[src/hw/rpcf_pkg.sv]
// Package of constants and carrier types for the root port change flags.
// Function
// - Set reset-done change after 10 ms reset.
// - Write one clears change flag; zero ignored.
// - Overcurrent indicator change sets bit 19.
// - Resume done after pulse, EOP, 3 ms.
// - Setting reset-done change clears resume-done.
// - Hardware enable loss sets bit 17.
// - Attach or detach sets bit 16.
// - Port command while disconnected sets bit 16.
// - Fixed device: bit 16 only after hub reset.
// - Bit 9 reads low-speed attached.
// - Write one to bit 9 powers off.
// - Writes wait for transaction to finish.
package rpcf_pkg;
  // ----------------------------------------------------------------
  // Register map
  // ----------------------------------------------------------------
  localparam logic [7:0] ADDR_PORT_STATUS = 8'h15;
  localparam logic [7:0] ADDR_PORT_WRITE  = 8'h95;
  localparam int BIT_RESET_DONE  = 20;
  localparam int BIT_OC_CHANGE   = 19;
  localparam int BIT_RESUME_DONE = 18;
  localparam int BIT_ENABLE_LOST = 17;
  localparam int BIT_ATTACH      = 16;
  localparam int BIT_SLOW_DEV    = 9;
  localparam int BIT_PORT_ENABLE  = 1;
  localparam int BIT_PORT_SUSPEND = 2;
  localparam int BIT_PORT_RESET   = 4;
  localparam logic [4:0] FLAGS_RESET = 5'h0;
  // ----------------------------------------------------------------
  // Timing
  // ----------------------------------------------------------------
  localparam int CLK_MHZ        = 100;
  localparam int RESET_TIME_MS  = 10;
  localparam int RESYNC_TIME_MS = 3;
  localparam int RESET_CYCLES   = RESET_TIME_MS * 1000 * 1000 / 10;
  localparam int RESYNC_CYCLES  = RESYNC_TIME_MS * 1000 * CLK_MHZ;
  // ----------------------------------------------------------------
  // Carrier types
  // ----------------------------------------------------------------
  typedef struct packed {
    logic [7:0]  addr;
    logic [31:0] wdata;
    logic        wr;
    logic        rd;
  } rpcf_bus_t;
  typedef struct packed {
    logic device_present;
    logic port_enabled;
    logic port_overcurrent_flag;
    logic slow_device_attached;
    logic fixed_device;
  } rpcf_port_t;
endpackage

[src/hw/rpcf_flag.sv]
// One sticky change flag with set-over-clear priority.
`timescale 1ns/1ps
module rpcf_flag (
  input  wire logic mclk,
  input  wire logic reset,
  input  wire logic ce,
  input  wire logic set,
  input  wire logic clr,
  output logic      flag
);
  always_ff @(posedge mclk or posedge reset) begin
    if (reset) begin
      flag <= 1'b0;
    end else if (ce) begin
      if (set) begin
        flag <= 1'b1;
      end else if (clr) begin
        flag <= 1'b0;
      end
    end
  end
endmodule

[src/hw/rpcf_top.sv]
// Root port change flags: status-change bits, low-speed bit and write handling.
//
// Added by the designer: the plain strobed port and the placing of the registers.
`timescale 1ns/1ps
module rpcf_top
  import rpcf_pkg::*;
#(
  parameter int RESET_CNT  = rpcf_pkg::RESET_CYCLES,
  parameter int RESYNC_CNT = rpcf_pkg::RESYNC_CYCLES
) (
  input  wire logic              mclk,
  input  wire logic              reset,
  input  wire logic              ce,
  input  wire rpcf_pkg::rpcf_bus_t  bus,
  output logic [31:0]            rdata,
  input  wire rpcf_pkg::rpcf_port_t port_pins,
  input  wire logic              per_port_oc,
  input  wire logic              hw_enable_loss,
  input  wire logic              hub_reset_done,
  input  wire logic              resume_eop_done,
  input  wire logic              xfer_busy,
  output logic                   port_reset_active,
  output logic                   cmd_port_enable,
  output logic                   cmd_port_suspend,
  output logic                   cmd_port_power_off
);
  import rpcf_pkg::*;

  // ----------------------------------------------------------------
  // Pin synchronisers
  // ----------------------------------------------------------------
  rpcf_port_t pin_meta;
  rpcf_port_t pins;
  always_ff @(posedge mclk or posedge reset) begin
    if (reset) begin
      pin_meta <= '0;
      pins     <= '0;
    end else if (ce) begin
      pin_meta <= port_pins;
      pins     <= pin_meta;
    end
  end

  // ----------------------------------------------------------------
  // Postponed write
  // ----------------------------------------------------------------
  // A write during a transaction is held so the port never sees a
  // status change in the middle of a token-to-handshake exchange.
  logic        pend;
  logic [31:0] pend_data;
  logic        apply;
  logic [31:0] wdata;
  wire         wr_hit = bus.wr && bus.addr == ADDR_PORT_WRITE;
  always_ff @(posedge mclk or posedge reset) begin
    if (reset) begin
      pend      <= 1'b0;
      pend_data <= 32'h0000_0000;
    end else if (ce) begin
      if (wr_hit && (xfer_busy || pend)) begin
        pend      <= 1'b1;
        pend_data <= bus.wdata;
      end else if (!xfer_busy) begin
        pend <= 1'b0;
      end
    end
  end
  always_comb begin
    apply = 1'b0;
    wdata = 32'h0000_0000;
    // A held write goes first; a new write meeting it waits one cycle, so neither is lost.
    if (!xfer_busy) begin
      if (pend) begin
        apply = 1'b1;
        wdata = pend_data;
      end else if (wr_hit) begin
        apply = 1'b1;
        wdata = bus.wdata;
      end
    end
  end

  // ----------------------------------------------------------------
  // Commands
  // ----------------------------------------------------------------
  logic cmd_reset;
  logic cmd_any;
  assign cmd_reset = apply && wdata[BIT_PORT_RESET];
  assign cmd_any   = apply && (wdata[BIT_PORT_RESET] || wdata[BIT_PORT_ENABLE]
                     || wdata[BIT_PORT_SUSPEND]);
  // Enable, suspend and reset commands to an empty port are dropped (power-off is passed on); the attach change flag tells the driver why.
  always_ff @(posedge mclk or posedge reset) begin
    if (reset) begin
      cmd_port_enable <= 1'b0;
    end else if (ce) begin
      cmd_port_enable <= apply && wdata[BIT_PORT_ENABLE] && pins.device_present;
    end
  end
  always_ff @(posedge mclk or posedge reset) begin
    if (reset) begin
      cmd_port_suspend <= 1'b0;
    end else if (ce) begin
      cmd_port_suspend <= apply && wdata[BIT_PORT_SUSPEND] && pins.device_present;
    end
  end
  always_ff @(posedge mclk or posedge reset) begin
    if (reset) begin
      cmd_port_power_off <= 1'b0;
    end else if (ce) begin
      cmd_port_power_off <= apply && wdata[BIT_SLOW_DEV];
    end
  end

  // ----------------------------------------------------------------
  // Port reset timer
  // ----------------------------------------------------------------
  logic [31:0] rst_cnt;
  logic        reset_end;
  always_ff @(posedge mclk or posedge reset) begin
    if (reset) begin
      port_reset_active <= 1'b0;
      rst_cnt           <= 32'h0000_0000;
    end else if (ce) begin
      if (cmd_reset && pins.device_present && !port_reset_active) begin
        port_reset_active <= 1'b1;
        rst_cnt           <= 32'(RESET_CNT - 1);
      end else if (port_reset_active) begin
        if (rst_cnt == 32'h0000_0000) begin
          port_reset_active <= 1'b0;
        end else begin
          rst_cnt <= rst_cnt - 32'h0000_0001;
        end
      end
    end
  end
  assign reset_end = port_reset_active && rst_cnt == 32'h0000_0000;

  // ----------------------------------------------------------------
  // Resume timer
  // ----------------------------------------------------------------
  typedef enum logic [1:0] {RPCF_IDLE, RPCF_RESYNC} rpcf_res_t;
  rpcf_res_t   res_state;
  logic [31:0] res_cnt;
  logic        resume_end;
  always_ff @(posedge mclk or posedge reset) begin
    if (reset) begin
      res_state <= RPCF_IDLE;
      res_cnt   <= 32'h0000_0000;
    end else if (ce) begin
      case (res_state)
        RPCF_IDLE: begin
          if (resume_eop_done) begin
            res_state <= RPCF_RESYNC;
            res_cnt   <= 32'(RESYNC_CNT - 1);
          end
        end
        RPCF_RESYNC: begin
          if (res_cnt == 32'h0000_0000) begin
            res_state <= RPCF_IDLE;
          end else begin
            res_cnt <= res_cnt - 32'h0000_0001;
          end
        end
        default: begin
          res_state <= RPCF_IDLE;
        end
      endcase
    end
  end
  assign resume_end = res_state == RPCF_RESYNC && res_cnt == 32'h0000_0000;

  // ----------------------------------------------------------------
  // Event detection
  // ----------------------------------------------------------------
  logic prev_present;
  logic prev_oc;
  logic fixed_armed;
  always_ff @(posedge mclk or posedge reset) begin
    if (reset) begin
      prev_present <= 1'b0;
      prev_oc      <= 1'b0;
    end else if (ce) begin
      prev_present <= pins.device_present;
      prev_oc      <= pins.port_overcurrent_flag;
    end
  end
  always_ff @(posedge mclk or posedge reset) begin
    if (reset) begin
      fixed_armed <= 1'b1;
    end else if (ce) begin
      if (hub_reset_done) begin
        fixed_armed <= 1'b0;
      end
    end
  end

  // ----------------------------------------------------------------
  // Change flags
  // ----------------------------------------------------------------
  // Set beats clear inside each flag, so an event never slips past a clear.
  logic [4:0] set_v;
  logic [4:0] clr_v;
  logic [4:0] flags;
  logic       conn_evt;
  always_comb begin
    conn_evt = pins.device_present != prev_present;
    if (pins.fixed_device) begin
      conn_evt = hub_reset_done && fixed_armed && pins.device_present;
    end
    set_v    = FLAGS_RESET;
    set_v[4] = reset_end;
    set_v[3] = per_port_oc && pins.port_overcurrent_flag != prev_oc;
    set_v[2] = resume_end && !reset_end;
    set_v[1] = hw_enable_loss && pins.port_enabled;
    set_v[0] = conn_evt || (cmd_any && !pins.device_present);
    clr_v    = apply ? wdata[BIT_RESET_DONE:BIT_ATTACH] : FLAGS_RESET;
    clr_v[2] = clr_v[2] || reset_end;
  end

  genvar g;
  generate
    for (g = 0; g < 5; g++) begin : g_flag
      rpcf_flag u_flag (
        .mclk  (mclk),
        .reset (reset),
        .ce    (ce),
        .set   (set_v[g]),
        .clr   (clr_v[g]),
        .flag  (flags[g])
      );
    end
  endgenerate

  // ----------------------------------------------------------------
  // Read port
  // ----------------------------------------------------------------
  always_ff @(posedge mclk or posedge reset) begin
    if (reset) begin
      rdata <= 32'h0000_0000;
    end else if (ce) begin
      rdata <= 32'h0000_0000;
      if (bus.rd && bus.addr == ADDR_PORT_STATUS) begin
        rdata[BIT_RESET_DONE:BIT_ATTACH] <= flags;
        rdata[BIT_SLOW_DEV] <= pins.slow_device_attached && pins.device_present;
        rdata[BIT_PORT_RESET]  <= port_reset_active;
        rdata[BIT_PORT_ENABLE] <= pins.port_enabled;
        rdata[0]               <= pins.device_present;
      end
    end
  end

  // ----------------------------------------------------------------
  // Checks
  // ----------------------------------------------------------------
  reset_flag_set_a: assert property (@(posedge mclk) disable iff (reset)
    ce && reset_end |=> flags[4] && !flags[2])
    else $error("reset-done change not set at reset end");
  write_clear_a: assert property (@(posedge mclk) disable iff (reset)
    ce && apply && wdata[BIT_ATTACH] && !set_v[0] |=> !flags[0])
    else $error("attach change not cleared by write");
  zero_keep_a: assert property (@(posedge mclk) disable iff (reset)
    ce && flags[3] && !(apply && wdata[BIT_OC_CHANGE]) |=> flags[3])
    else $error("overcurrent change lost without clear");
  oc_change_a: assert property (@(posedge mclk) disable iff (reset)
    ce && per_port_oc && $changed(pins.port_overcurrent_flag) |=> flags[3])
    else $error("overcurrent change not flagged");
  resume_done_a: assert property (@(posedge mclk) disable iff (reset)
    ce && resume_end && !reset_end |=> flags[2])
    else $error("resume-done change not set");
  enable_lost_a: assert property (@(posedge mclk) disable iff (reset)
    ce && set_v[1] |=> flags[1])
    else $error("enable-lost change not set");
  idle_cmd_a: assert property (@(posedge mclk) disable iff (reset)
    ce && cmd_any && !pins.device_present |=> flags[0])
    else $error("command while disconnected not flagged");
  reserved_zero_a: assert property (@(posedge mclk) disable iff (reset)
    rdata[31:21] == 11'h000 && rdata[15:10] == 6'h00)
    else $error("reserved bits not zero");
  busy_hold_a: assert property (@(posedge mclk) disable iff (reset)
    ce && wr_hit && xfer_busy |=> pend || !xfer_busy)
    else $error("write during transaction not postponed");
  attach_event_a: assert property (@(posedge mclk) disable iff (reset)
    ce && !pins.fixed_device && $changed(pins.device_present) |=> flags[0])
    else $error("attach or detach not flagged");
  fixed_quiet_a: assert property (@(posedge mclk) disable iff (reset)
    ce && pins.fixed_device && !hub_reset_done && !cmd_any && !flags[0] |=> !flags[0])
    else $error("fixed device flagged without hub reset");
  fixed_announce_a: assert property (@(posedge mclk) disable iff (reset)
    ce && pins.fixed_device && hub_reset_done && fixed_armed && pins.device_present
    |=> flags[0])
    else $error("fixed device not announced after hub reset");
  slow_read_a: assert property (@(posedge mclk) disable iff (reset)
    ce && bus.rd && bus.addr == ADDR_PORT_STATUS && pins.device_present
    && pins.slow_device_attached |=> rdata[BIT_SLOW_DEV])
    else $error("low-speed device not reported");
  slow_gone_a: assert property (@(posedge mclk) disable iff (reset)
    ce && bus.rd && bus.addr == ADDR_PORT_STATUS && !pins.device_present
    |=> !rdata[BIT_SLOW_DEV])
    else $error("low-speed bit set with no device");
  reset_load_a: assert property (@(posedge mclk) disable iff (reset)
    ce && cmd_reset && !port_reset_active && pins.device_present
    |=> port_reset_active && rst_cnt == 32'(RESET_CNT - 1))
    else $error("port reset timer not started");
  resume_load_a: assert property (@(posedge mclk) disable iff (reset)
    ce && res_state == RPCF_IDLE && resume_eop_done
    |=> res_state == RPCF_RESYNC && res_cnt == 32'(RESYNC_CNT - 1))
    else $error("resync delay not started");
  resume_blocked_a: assert property (@(posedge mclk) disable iff (reset)
    ce && reset_end && resume_end |=> !flags[2])
    else $error("resume-done change kept beside reset-done change");
  oc_quiet_a: assert property (@(posedge mclk) disable iff (reset)
    ce && !per_port_oc && !flags[3] |=> !flags[3])
    else $error("overcurrent change set without per-port reporting");
  enable_quiet_a: assert property (@(posedge mclk) disable iff (reset)
    ce && !hw_enable_loss && !flags[1] |=> !flags[1])
    else $error("enable-lost change set without hardware loss");
  reset_refused_a: assert property (@(posedge mclk) disable iff (reset)
    ce && cmd_reset && !pins.device_present && !port_reset_active |=> !port_reset_active)
    else $error("reset started on an empty port");
  enable_refused_a: assert property (@(posedge mclk) disable iff (reset)
    ce && apply && !pins.device_present |=> !cmd_port_enable && !cmd_port_suspend)
    else $error("command passed to an empty port");
  power_off_a: assert property (@(posedge mclk) disable iff (reset)
    ce && apply && wdata[BIT_SLOW_DEV] |=> cmd_port_power_off)
    else $error("power-off write not passed on");
  power_keep_a: assert property (@(posedge mclk) disable iff (reset)
    ce && !(apply && wdata[BIT_SLOW_DEV]) |=> !cmd_port_power_off)
    else $error("power-off issued without a write of one");
  set_wins_a: assert property (@(posedge mclk) disable iff (reset)
    ce && set_v[0] && clr_v[0] |=> flags[0])
    else $error("clear beat a same-cycle attach event");
  pend_keep_a: assert property (@(posedge mclk) disable iff (reset)
    ce && pend && xfer_busy |=> pend)
    else $error("held write dropped during transaction");
  attach_hold_a: assert property (@(posedge mclk) disable iff (reset)
    ce && flags[0] && !(apply && wdata[BIT_ATTACH]) |=> flags[0])
    else $error("attach change lost without clear");
  enable_hold_a: assert property (@(posedge mclk) disable iff (reset)
    ce && flags[1] && !(apply && wdata[BIT_ENABLE_LOST]) |=> flags[1])
    else $error("enable-lost change lost without clear");
  resume_hold_a: assert property (@(posedge mclk) disable iff (reset)
    ce && flags[2] && !reset_end && !(apply && wdata[BIT_RESUME_DONE]) |=> flags[2])
    else $error("resume-done change lost without clear");
  done_hold_a: assert property (@(posedge mclk) disable iff (reset)
    ce && flags[4] && !(apply && wdata[BIT_RESET_DONE]) |=> flags[4])
    else $error("reset-done change lost without clear");
  read_idle_a: assert property (@(posedge mclk) disable iff (reset)
    ce && !(bus.rd && bus.addr == ADDR_PORT_STATUS) |=> rdata == 32'h0000_0000)
    else $error("read data not zero outside a read");
  freeze_hold_a: assert property (@(posedge mclk) disable iff (reset)
    !ce |=> $stable(flags))
    else $error("flags moved while clock enable low");
endmodule

[config.mk]
export PLATFORM = sky130hd
export DESIGN_NAME = rpcf_top
export DESIGN_NICKNAME = d
export VERILOG_FILES = /design/src/hw/rpcf_pkg.sv /design/src/hw/rpcf_flag.sv /design/src/hw/rpcf_top.sv
export SDC_FILE = /design/constraint.sdc
export NUM_CORES = 1
export LEC_CHECK = 0
export BUFFER_PORTS_ARGS = -buffer_cell sky130_fd_sc_hd__buf_2
export CAP_MARGIN = 20
export CORE_AREA = 2 2 112 141
export CTS_CLUSTER_DIAMETER = 200
export DETAILED_ROUTE_END_ITERATION = 8
export DIE_AREA = 0 0 114 143
export GPL_ROUTABILITY_DRIVEN = 0
export PLACE_DENSITY = 0.69
export SLEW_MARGIN = 20
export SYNTH_ARGS = -nofsm -noshare
export SYNTH_HDL_FRONTEND = slang
export SYNTH_HIERARCHICAL = 1
export SYNTH_SLANG_ARGS = --single-unit
[constraint.sdc]
create_clock -name mclk -period 10.4 [get_ports mclk]
set_input_delay 2.08 -clock mclk [delete_from_list [all_inputs] [get_ports mclk]]
set_output_delay 2.08 -clock mclk [all_outputs]
set_load 0.01 [all_outputs]
# Word-level counts from Yosys, hierarchy flattened
# Cells that the tools add are included.
# op_classes
n_reduce_logical,50
n_mux,36
eq_ne,10
n_addsub,2
# op_table
op,n
two-way mux 32 bit,5
zero test 32 bit,2
case mux 32 bit (2 select lines),1
subtractor 32 x 1 -> 32 bit (second input constant),2
two-way mux 21 bit,3
logical AND 1 bit,21
two-way mux 1 bit,21
AND reduction 2 bit,8
nonzero test 2 bit,7
two-way mux 5 bit,2
== test 8 x 5 -> 1 bit (second input constant),1
== test 8 bit (second input constant),1
inequality test 2 bit (second input constant),4
two-way mux 2 bit,3
AND reduction 3 bit,2
logical OR 1 bit,5
case mux 2 bit (2 select lines),1
AND reduction 4 bit,1
zero test 1 bit,3
== test 2 x 1 -> 1 bit (second input constant),1
zero test 2 bit,1
inequality test 1 bit,2
inequality test 2 x 1 -> 1 bit (second input constant),1
# totals
wordCells,126
output_inout_bits,36
register_bits,119
in_bits,55

# Logic depth before layout (Yosys ltp)
# Gate-level depths: netlist of run 1.
# logic_depth
depth_word,12
depth_mapped,9
ltp_nobuf,8

# Modules after synthesis
# The synthesis of run 1 kept the hierarchy.
# by_module_without_submodules
module,seq_area_each_um2,area_per_inst_um2,n_inst,cells_per_inst
rpcf_top,2528.7,5695.5,1,591
rpcf_flag,25.0,41.3,5,4

# Worst setup path after synthesis of run 1
# Ideal clock, no wire load.
# synth_path
path_kind,input-to-reg
start,input port bus[35] (netlist name)
end,register rst_cnt[21]
t_arrival_ps,4159
path_stages,7
path_slack_ps,6117
setup_ps,124
path_buffers,2
required_time_ps,10276
path_cell_list,or3b_1 > o32a_1 > or4b_1 > clkbuf_1 > o21a_1 > buf_2 > a211o_1
# synth_via
elab_chain_len,10
elab_cells_between_ends,15
cone_classes,2 x eq/ne; 7 x mux; 6 x reduce/logical
# synth_rtl
item,line,rtl
"start, declared",rpcf_top.sv:14,"input wire rpcf_pkg::rpcf_bus_t bus,"
== test 8 bit *,rpcf_top.sv:53,wire wr_hit = bus.wr && bus.addr == ADDR_PORT_WRITE;
logical AND 1 bit *,rpcf_top.sv:53,
two-way mux 1 bit / two-way mux 21 bit (equally long branches),rpcf_top.sv:75,end else if (wr_hit) begin
two-way mux 1 bit / two-way mux 21 bit (equally long branches),rpcf_top.sv:72,if (pend) begin
two-way mux 1 bit / two-way mux 21 bit (equally long branches),rpcf_top.sv:71,if (!xfer_busy) begin
logical AND 1 bit *,rpcf_top.sv:87,assign cmd_reset = apply && wdata[BIT_PORT_RESET];
logical AND 1 bit * (2 in a row),rpcf_top.sv:123,if (cmd_reset && pins.device_present && !port_reset_active) begin
inequality test 2 bit (no source line) / nonzero test 2 bit (equally long branches),n/a,
AND reduction 3 bit (no source line),n/a,
"end signal, assigned",rpcf_top.sv:125,rst_cnt <= 32'(RESET_CNT - 1);
"end signal, assigned",rpcf_top.sv:130,rst_cnt <= rst_cnt - 32'h0000_0001;
"end, declared",rpcf_top.sv:116,logic [31:0] rst_cnt;
# Every way passes the cells marked *; elsewhere a longest branch is shown, timed or not.
# A chain may end at the register's enable or synchronous reset.

# Final worst setup path of run 1
# layout_path
start,input port bus[35] (netlist name)
end,register rst_cnt[25]
# The elaborated chain is that of the path after synthesis.

==> results of run 1 <==
==> path summary, 6_finish.rpt <==
check	from	end	slack (ns)	cells after the start
setup / recovery	bus[35]	rst_cnt[25]	5.89	6
hold reg to reg	fixed_armed	fixed_armed	0.49	1
min in group asynchronous	reset	g_flag[0].u_flag/flag	1.61	2
setup reg to reg	pend	rst_cnt[25]	7.38	5
hold / removal	fixed_armed	fixed_armed	0.49	1
max in group asynchronous	reset	res_cnt[25]	7.42	3
==> critical path: cells and delay by family <==
kind,cells,cell delay (ns)
buffers and inverters,1,0.09
AO/OA/AOI/OAI,3,1.31
AND/OR/NAND/NOR,2,1.27
==> metrics by stage <==
| step | area (um^2) | util |
|---|---|---|
| 6_report | 6470 | 0.434 |
| 5_1_grt | 6470 | 0.434 |
| 2_1_floorplan | 5980 | - |
| 3_5_place_dp | 6150 | 0.413 |
| 4_1_cts | 6460 | 0.434 |
| 3_3_place_gp | 6150 | 0.413 |
==> cells in the mapped netlist (3+ instances only) <==
library cell and n:
or2_2 9, o41ai_1 3, nand3_1 27, or4_1 33, nand3b_1 4, nor3_1 21
o31ai_1 23, mux2_2 21, buf_4 23, nand2b_1 4, o21a_1 3, ha_1 4
dfrtp_1 105, a31oi_1 16, o211a_1 8, nand4_1 8, clkbuf_1 25, and4_1 3
nor3b_1 3, a22oi_1 3, buf_2 8, buf_1 3, a211o_1 5, inv_1 23
nand2_1 32, a21o_1 3, or3_1 22, nor2_1 30, and3_1 4, and2_1 4
mux2i_1 10, nor4_1 15, a21oi_1 34, o21ai_0 16, a22o_1 13
==> state kept, by name, indices dropped and copies added (netlist names), 5 cells and up <==
name                flops
rdata                   9
res_cnt                32
pin_meta                5
pins                    5
rst_cnt                32
g_flag.u_flag/flag      5
pend_data               9
==> cells by family (layout without fill, tap and decap cells) <==
group,count (synthesis),in the layout
other,1,23
AO/OA/AOI/OAI,150,150
AND/OR/NAND/NOR,235,235
multiplexers,31,31
XOR/XNOR,2,2
buffers and inverters,82,88
adder cells (fa/ha/maj),4,4
flip-flops,106,106
==> cell type report <==
cell class              instances  area share
multi-input cells             445       0.453
clock inverters                 7      0.0132
inverters                      23      0.0137
well taps                     182      0.0352
repair buffers                 49      0.0399
flip-flops and latches        106       0.410
clock buffers                   9      0.0348
==> power groups by stage <==
stage	Sequential [uW]	Combinational, uW	Clock (uW)
2_1_floorplan	537	244	0
6_report	555	286	347
5_1_grt	568	326	367
4_1_cts	553	288	354
3_5_place_dp	561	287	0
3_3_place_gp	555	277	0
==> layer usage <==
metal | routed length [um] | track usage
met5 | 0 | 0
met4 | 194 | 0.0597
met3 | 453 | 0.0242
met2 | 6920 | 0.294
met1 | 5890 | 0.212
==> metrics, run 1 <==
Int Pwr 768 uW; Max clock buf depth 2; worst slew pin tran 1.01 ns; DRC 0; multiplexer area fraction after synthesis 0.0570; initial antenna violation count 0; Via-to-Cell Ratio 5.97; worst rel slew slack 0.326; Tot GR Track Use 0.168; top_reg_cell synth dfrtp_1; commonest non-fill, non-tap cell in the layout dfrtp_1; number of port buffers 44; hold buffers post-CTS 0; multi-input logic area 0.00293 mm^2; complex-gate fraction of the synthesized area 0.180; initial cell density of the core 0.396; syn avg cell area 9.66 um^2; WS Path Type in2reg; Ports 91; worst min path class reg2reg; min Tclk post-route 4.51 ns; Worst Skew 0.0110 ns; Non-Filler Instances 821; clock power share 0.292; register area 0.00265 mm^2; via count 4900; final worst setup slack 5.89 ns; CP peak stage delay 0.86 ns; largest cells by area after synthesis dfrtp_1, or4_1, mux2_2; NumNets Final 693; Sw Ratio 0.353; CP Launch Type input port; Post-Synth XOR/XNOR Area 0.00297; chip width 114 um; Final Cycle Share 0.434; Skew-Pair Late Insertion Delay 0.36 ns; Peak supply drop 0.101 mV; Num CTS Buffers 9; share of layout cells above drive strength 1 0.169; DR WL/cell 16.4 um; Area Overhead vs Synth 9.56%; Lkg Pwr 0.00291 uW; Synth Area in Adders 0.00848; Synth Area in Simple Gates 0.233; Max Freq 222 MHz; warnings from Yosys 6; DP HPWL 9.38 mm; run status finished clean; Pre-antenna DRT Iters 5; async set-or-reset flop fraction in the synthesized netlist 1.00; Die Y 143 um; CTS Root Cell clkbuf_16; PostCTS Resize Cnt 0; RSZ-0062 raised after global routing no; Setup TNS 0 ns; die area 0.0163 mm^2; Distinct cells, synth 69; cell area after synthesis 0.00590 mm^2; largest net degree at the start of global routing 61; largest area contributor in the netlist dfrtp_1; most frequent cells in the layout dfrtp_1, buf_2, a21oi_1, or4_1, nand2_1; Final setup viols 0; PwrDens 184 mW/mm^2; CP cell instances buf_2, or3b_1, o32a_1, or4b_1, o21a_1, a221o_1; crit path capture type register; post-synth top area share 0.445; post-detailed-route count of antenna-violating nets 0; Final Hold Fails 0; Worst path slowest cell or4b_1; first-pass GRT wire length 22.6 mm; largest family of logic cells by synthesized area simple AND/OR/NAND/NOR gates; Post-synth EDFFs 0; 1st-iter DRT viols 334; Crit Path Max Fanout 16; Antenna Cells 0; Tot Pwr 1190 uW; crit path DAT 4.76 ns; total grt overflow 0; fillers 1447; max-cap violation count 0; postcts setup bufs 0; CTS Sinks 106; CTS clk-pin slew, worst paths 0.08 ns; Worst EP required 10.64 ns; setup slack after placement 5.52 ns; final slew viol count 0; vias in the first global route 4799; H-tree lvl count 3; Seq/Total Area, Yosys 0.450; Rows 50; synthesized instance count 611; post-synthesis register bit count 106; final wirelength 13.5 mm; CTS tree built; sw power 420 uW; core area 0.0149 mm^2; Comb power frac 0.241; hold slack 0.487 ns; placed insts 805; sequential power share 0.467
(Power assumes the default switching activity.)
==> inputs of run 2 (changes only) <==
Clock period 10.4 ns to 4.5 ns, I/O delays scaled along.
==> run 2 against run 1 <==
Compared with the run above: setup slack worse by 4.7 ns; cell area up 0.43%; largest cell class unchanged; largest power group unchanged; hold slack worse by 0.048 ns; first-iteration DRC count down 6.0%; combinational power up 130%; die area unchanged; clock power up 130%; via count up 1.6%.
==> metrics, run 2 (synthesis results as in run 1) <==
run status finished clean; biggest regs res_cnt x32, rst_cnt x32; Antenna Cells 0 (unchanged); Max clock buf depth 2 (unchanged); worst slew pin tran 1.02 ns (+0.00653 ns); NumNets Final 696 (+0.43%); FF-to-FF End rst_cnt[25]; largest net degree at the start of global routing 78 (+28%); Skew-Pair Late Insertion Delay 0.35 ns (about the same); 1st-iter DRT viols 314 (-6.0%); crit path DAT 3.59 ns (-1.17 ns); Peak supply drop 0.222 mV (+120%); Via-to-Cell Ratio 6.04 (+1.3%); Lkg Pwr 0.00293 uW (+0.72%); fillers 1429 (-1.2%); Num CTS Buffers 9 (unchanged); Finished Core Util 0.436 (+0.00185); number of port buffers 44 (unchanged); first-pass GRT wire length 22.3 mm (-0.92%); Tot Pwr 2760 uW (+130%); PostCTS Resize Cnt 0 (unchanged); max-cap violation count 0 (unchanged); core area 0.0149 mm^2 (unchanged); Worst Skew 0.0119 ns (+0.000910 ns); final slew viol count 0 (unchanged); setup slack after placement 0.820 ns (-4.70 ns); most frequent cells in the layout dfrtp_1, buf_2, a21oi_1, or4_1, nand2_1; CTS Root Cell clkbuf_16; placed insts 808 (+0.37%); Final Cycle Share 0.746; CTS tree built; Worst R2R Path Depth 5 (unchanged); via count 4980 (+1.6%); worst rel slew slack 0.321 (-0.00435); H-tree lvl count 3 (unchanged); crit path capture type register; Ports 91 (unchanged); Max Freq 298 MHz; CTS Sinks 106 (unchanged); DRC 0 (unchanged); DR WL/cell 16.6 um (+1.0%); Area Overhead vs Synth 10.0%; Pre-antenna DRT Iters 5 (unchanged); Worst EP required 4.73 ns (-5.91 ns); postcts setup bufs 0 (unchanged); RSZ-0062 raised after global routing no; commonest non-fill, non-tap cell in the layout dfrtp_1; chip width 114 um (unchanged); Die Y 143 um (unchanged); initial cell density of the core 0.396 (unchanged); Rows 50 (unchanged); final wirelength 13.7 mm (+1.4%); Non-Filler Instances 824 (+0.37%); worst min path class in2async; PwrDens 425 mW/mm^2 (+130%); min Tclk post-route 3.35 ns; initial antenna violation count 0 (unchanged); share of layout cells above drive strength 1 0.171 (+0.00233); Final Hold Fails 0 (unchanged); CTS clk-pin slew, worst paths 0.08 ns (about the same); Final setup viols 0 (unchanged); Setup TNS 0 ns (unchanged); vias in the first global route 4611 (-3.9%); Tot GR Track Use 0.167 (-0.00119); CP Launch Type input port; WS Path Type in2reg; total grt overflow 0 (unchanged); DP HPWL 9.56 mm (+1.8%); hold buffers post-CTS 0 (unchanged); final worst setup slack 1.15 ns (-4.74 ns); Reg-to-Reg Start pend; Crit Path Max Fanout 16 (unchanged); die area 0.0163 mm^2 (unchanged); post-detailed-route count of antenna-violating nets 0 (unchanged); R2R setup slack 1.44 ns (-5.94 ns)
[run 2: cell count changes in the layout (fill, tap and decap cells not counted), sizes merged]
cell	previous run	this run
buf	49	52
clkinv	4	5
clkinvlp	1	0
[run 2: worst max path at each step]
stage                     slack, ns    start              end  cells past startpoint
after floorplan                0.95    reset  cmd_port_enable                      1
after global placement         0.84  bus[35]      rst_cnt[25]                      6
after detailed placement       0.82  bus[35]      rst_cnt[25]                      6
after CTS                      1.18  bus[35]      rst_cnt[25]                      6
after global routing           1.05  bus[35]      rst_cnt[25]                      6
final                          1.15  bus[35]      rst_cnt[25]                      6
[run 2: report_power, final]
| group | leakage (uW) | switching [uW] | total (uW) | internal, uW |
|---|---|---|---|---|
| sequential | 0.00136 | 178 | 1290 | 1110 |
| clock | 0.000152 | 405 | 807 | 402 |
| combinational | 0.00142 | 395 | 669 | 274 |
| total | 0.00293 | 979 | 2760 | 1780 |
[run 2: layout make-up]
class	instances	area, um^2	area share
Clock buffer	9	225	0.0347
Clock inverter	7	91.3	0.0141
Inverter	23	88.8	0.0137
Multi-Input combinational cell	445	2930	0.451
Sequential cell	106	2650	0.409
Tap cell	182	228	0.0351
Timing Repair Buffer	52	280	0.0432
[run 2: metal layers]
metal | global-route usage | routed length (um) | up-vias | part of all wire
met5 | 0 | 0 | - | 0
li1 | - | - | 2336 | -
met1 | 0.215 | 5810 | 2463 | 0.43
met3 | 0.0204 | 600 | 20 | 0.044
met2 | 0.288 | 6990 | 161 | 0.51
met4 | 0.0629 | 255 | 0 | 0.019
[run 2: worst max-delay path: stages]
cell     delay, ns
buf_2         0.09
or3b_1        0.41
o32a_1        0.46
or4b_1        0.84
o21a_1        0.47
a221o_1       0.41
[run 2: per-stage QoR]
| stage | hold slack, ns | cell area (um^2) |
|---|---|---|
| floorplan | 0.451 | 5980 |
| global placement | 0.474 | 6180 |
| detailed placement | 0.474 | 6180 |
| CTS | 0.422 | 6490 |
| global route | 0.431 | 6490 |
| finish | 0.438 | 6490 |
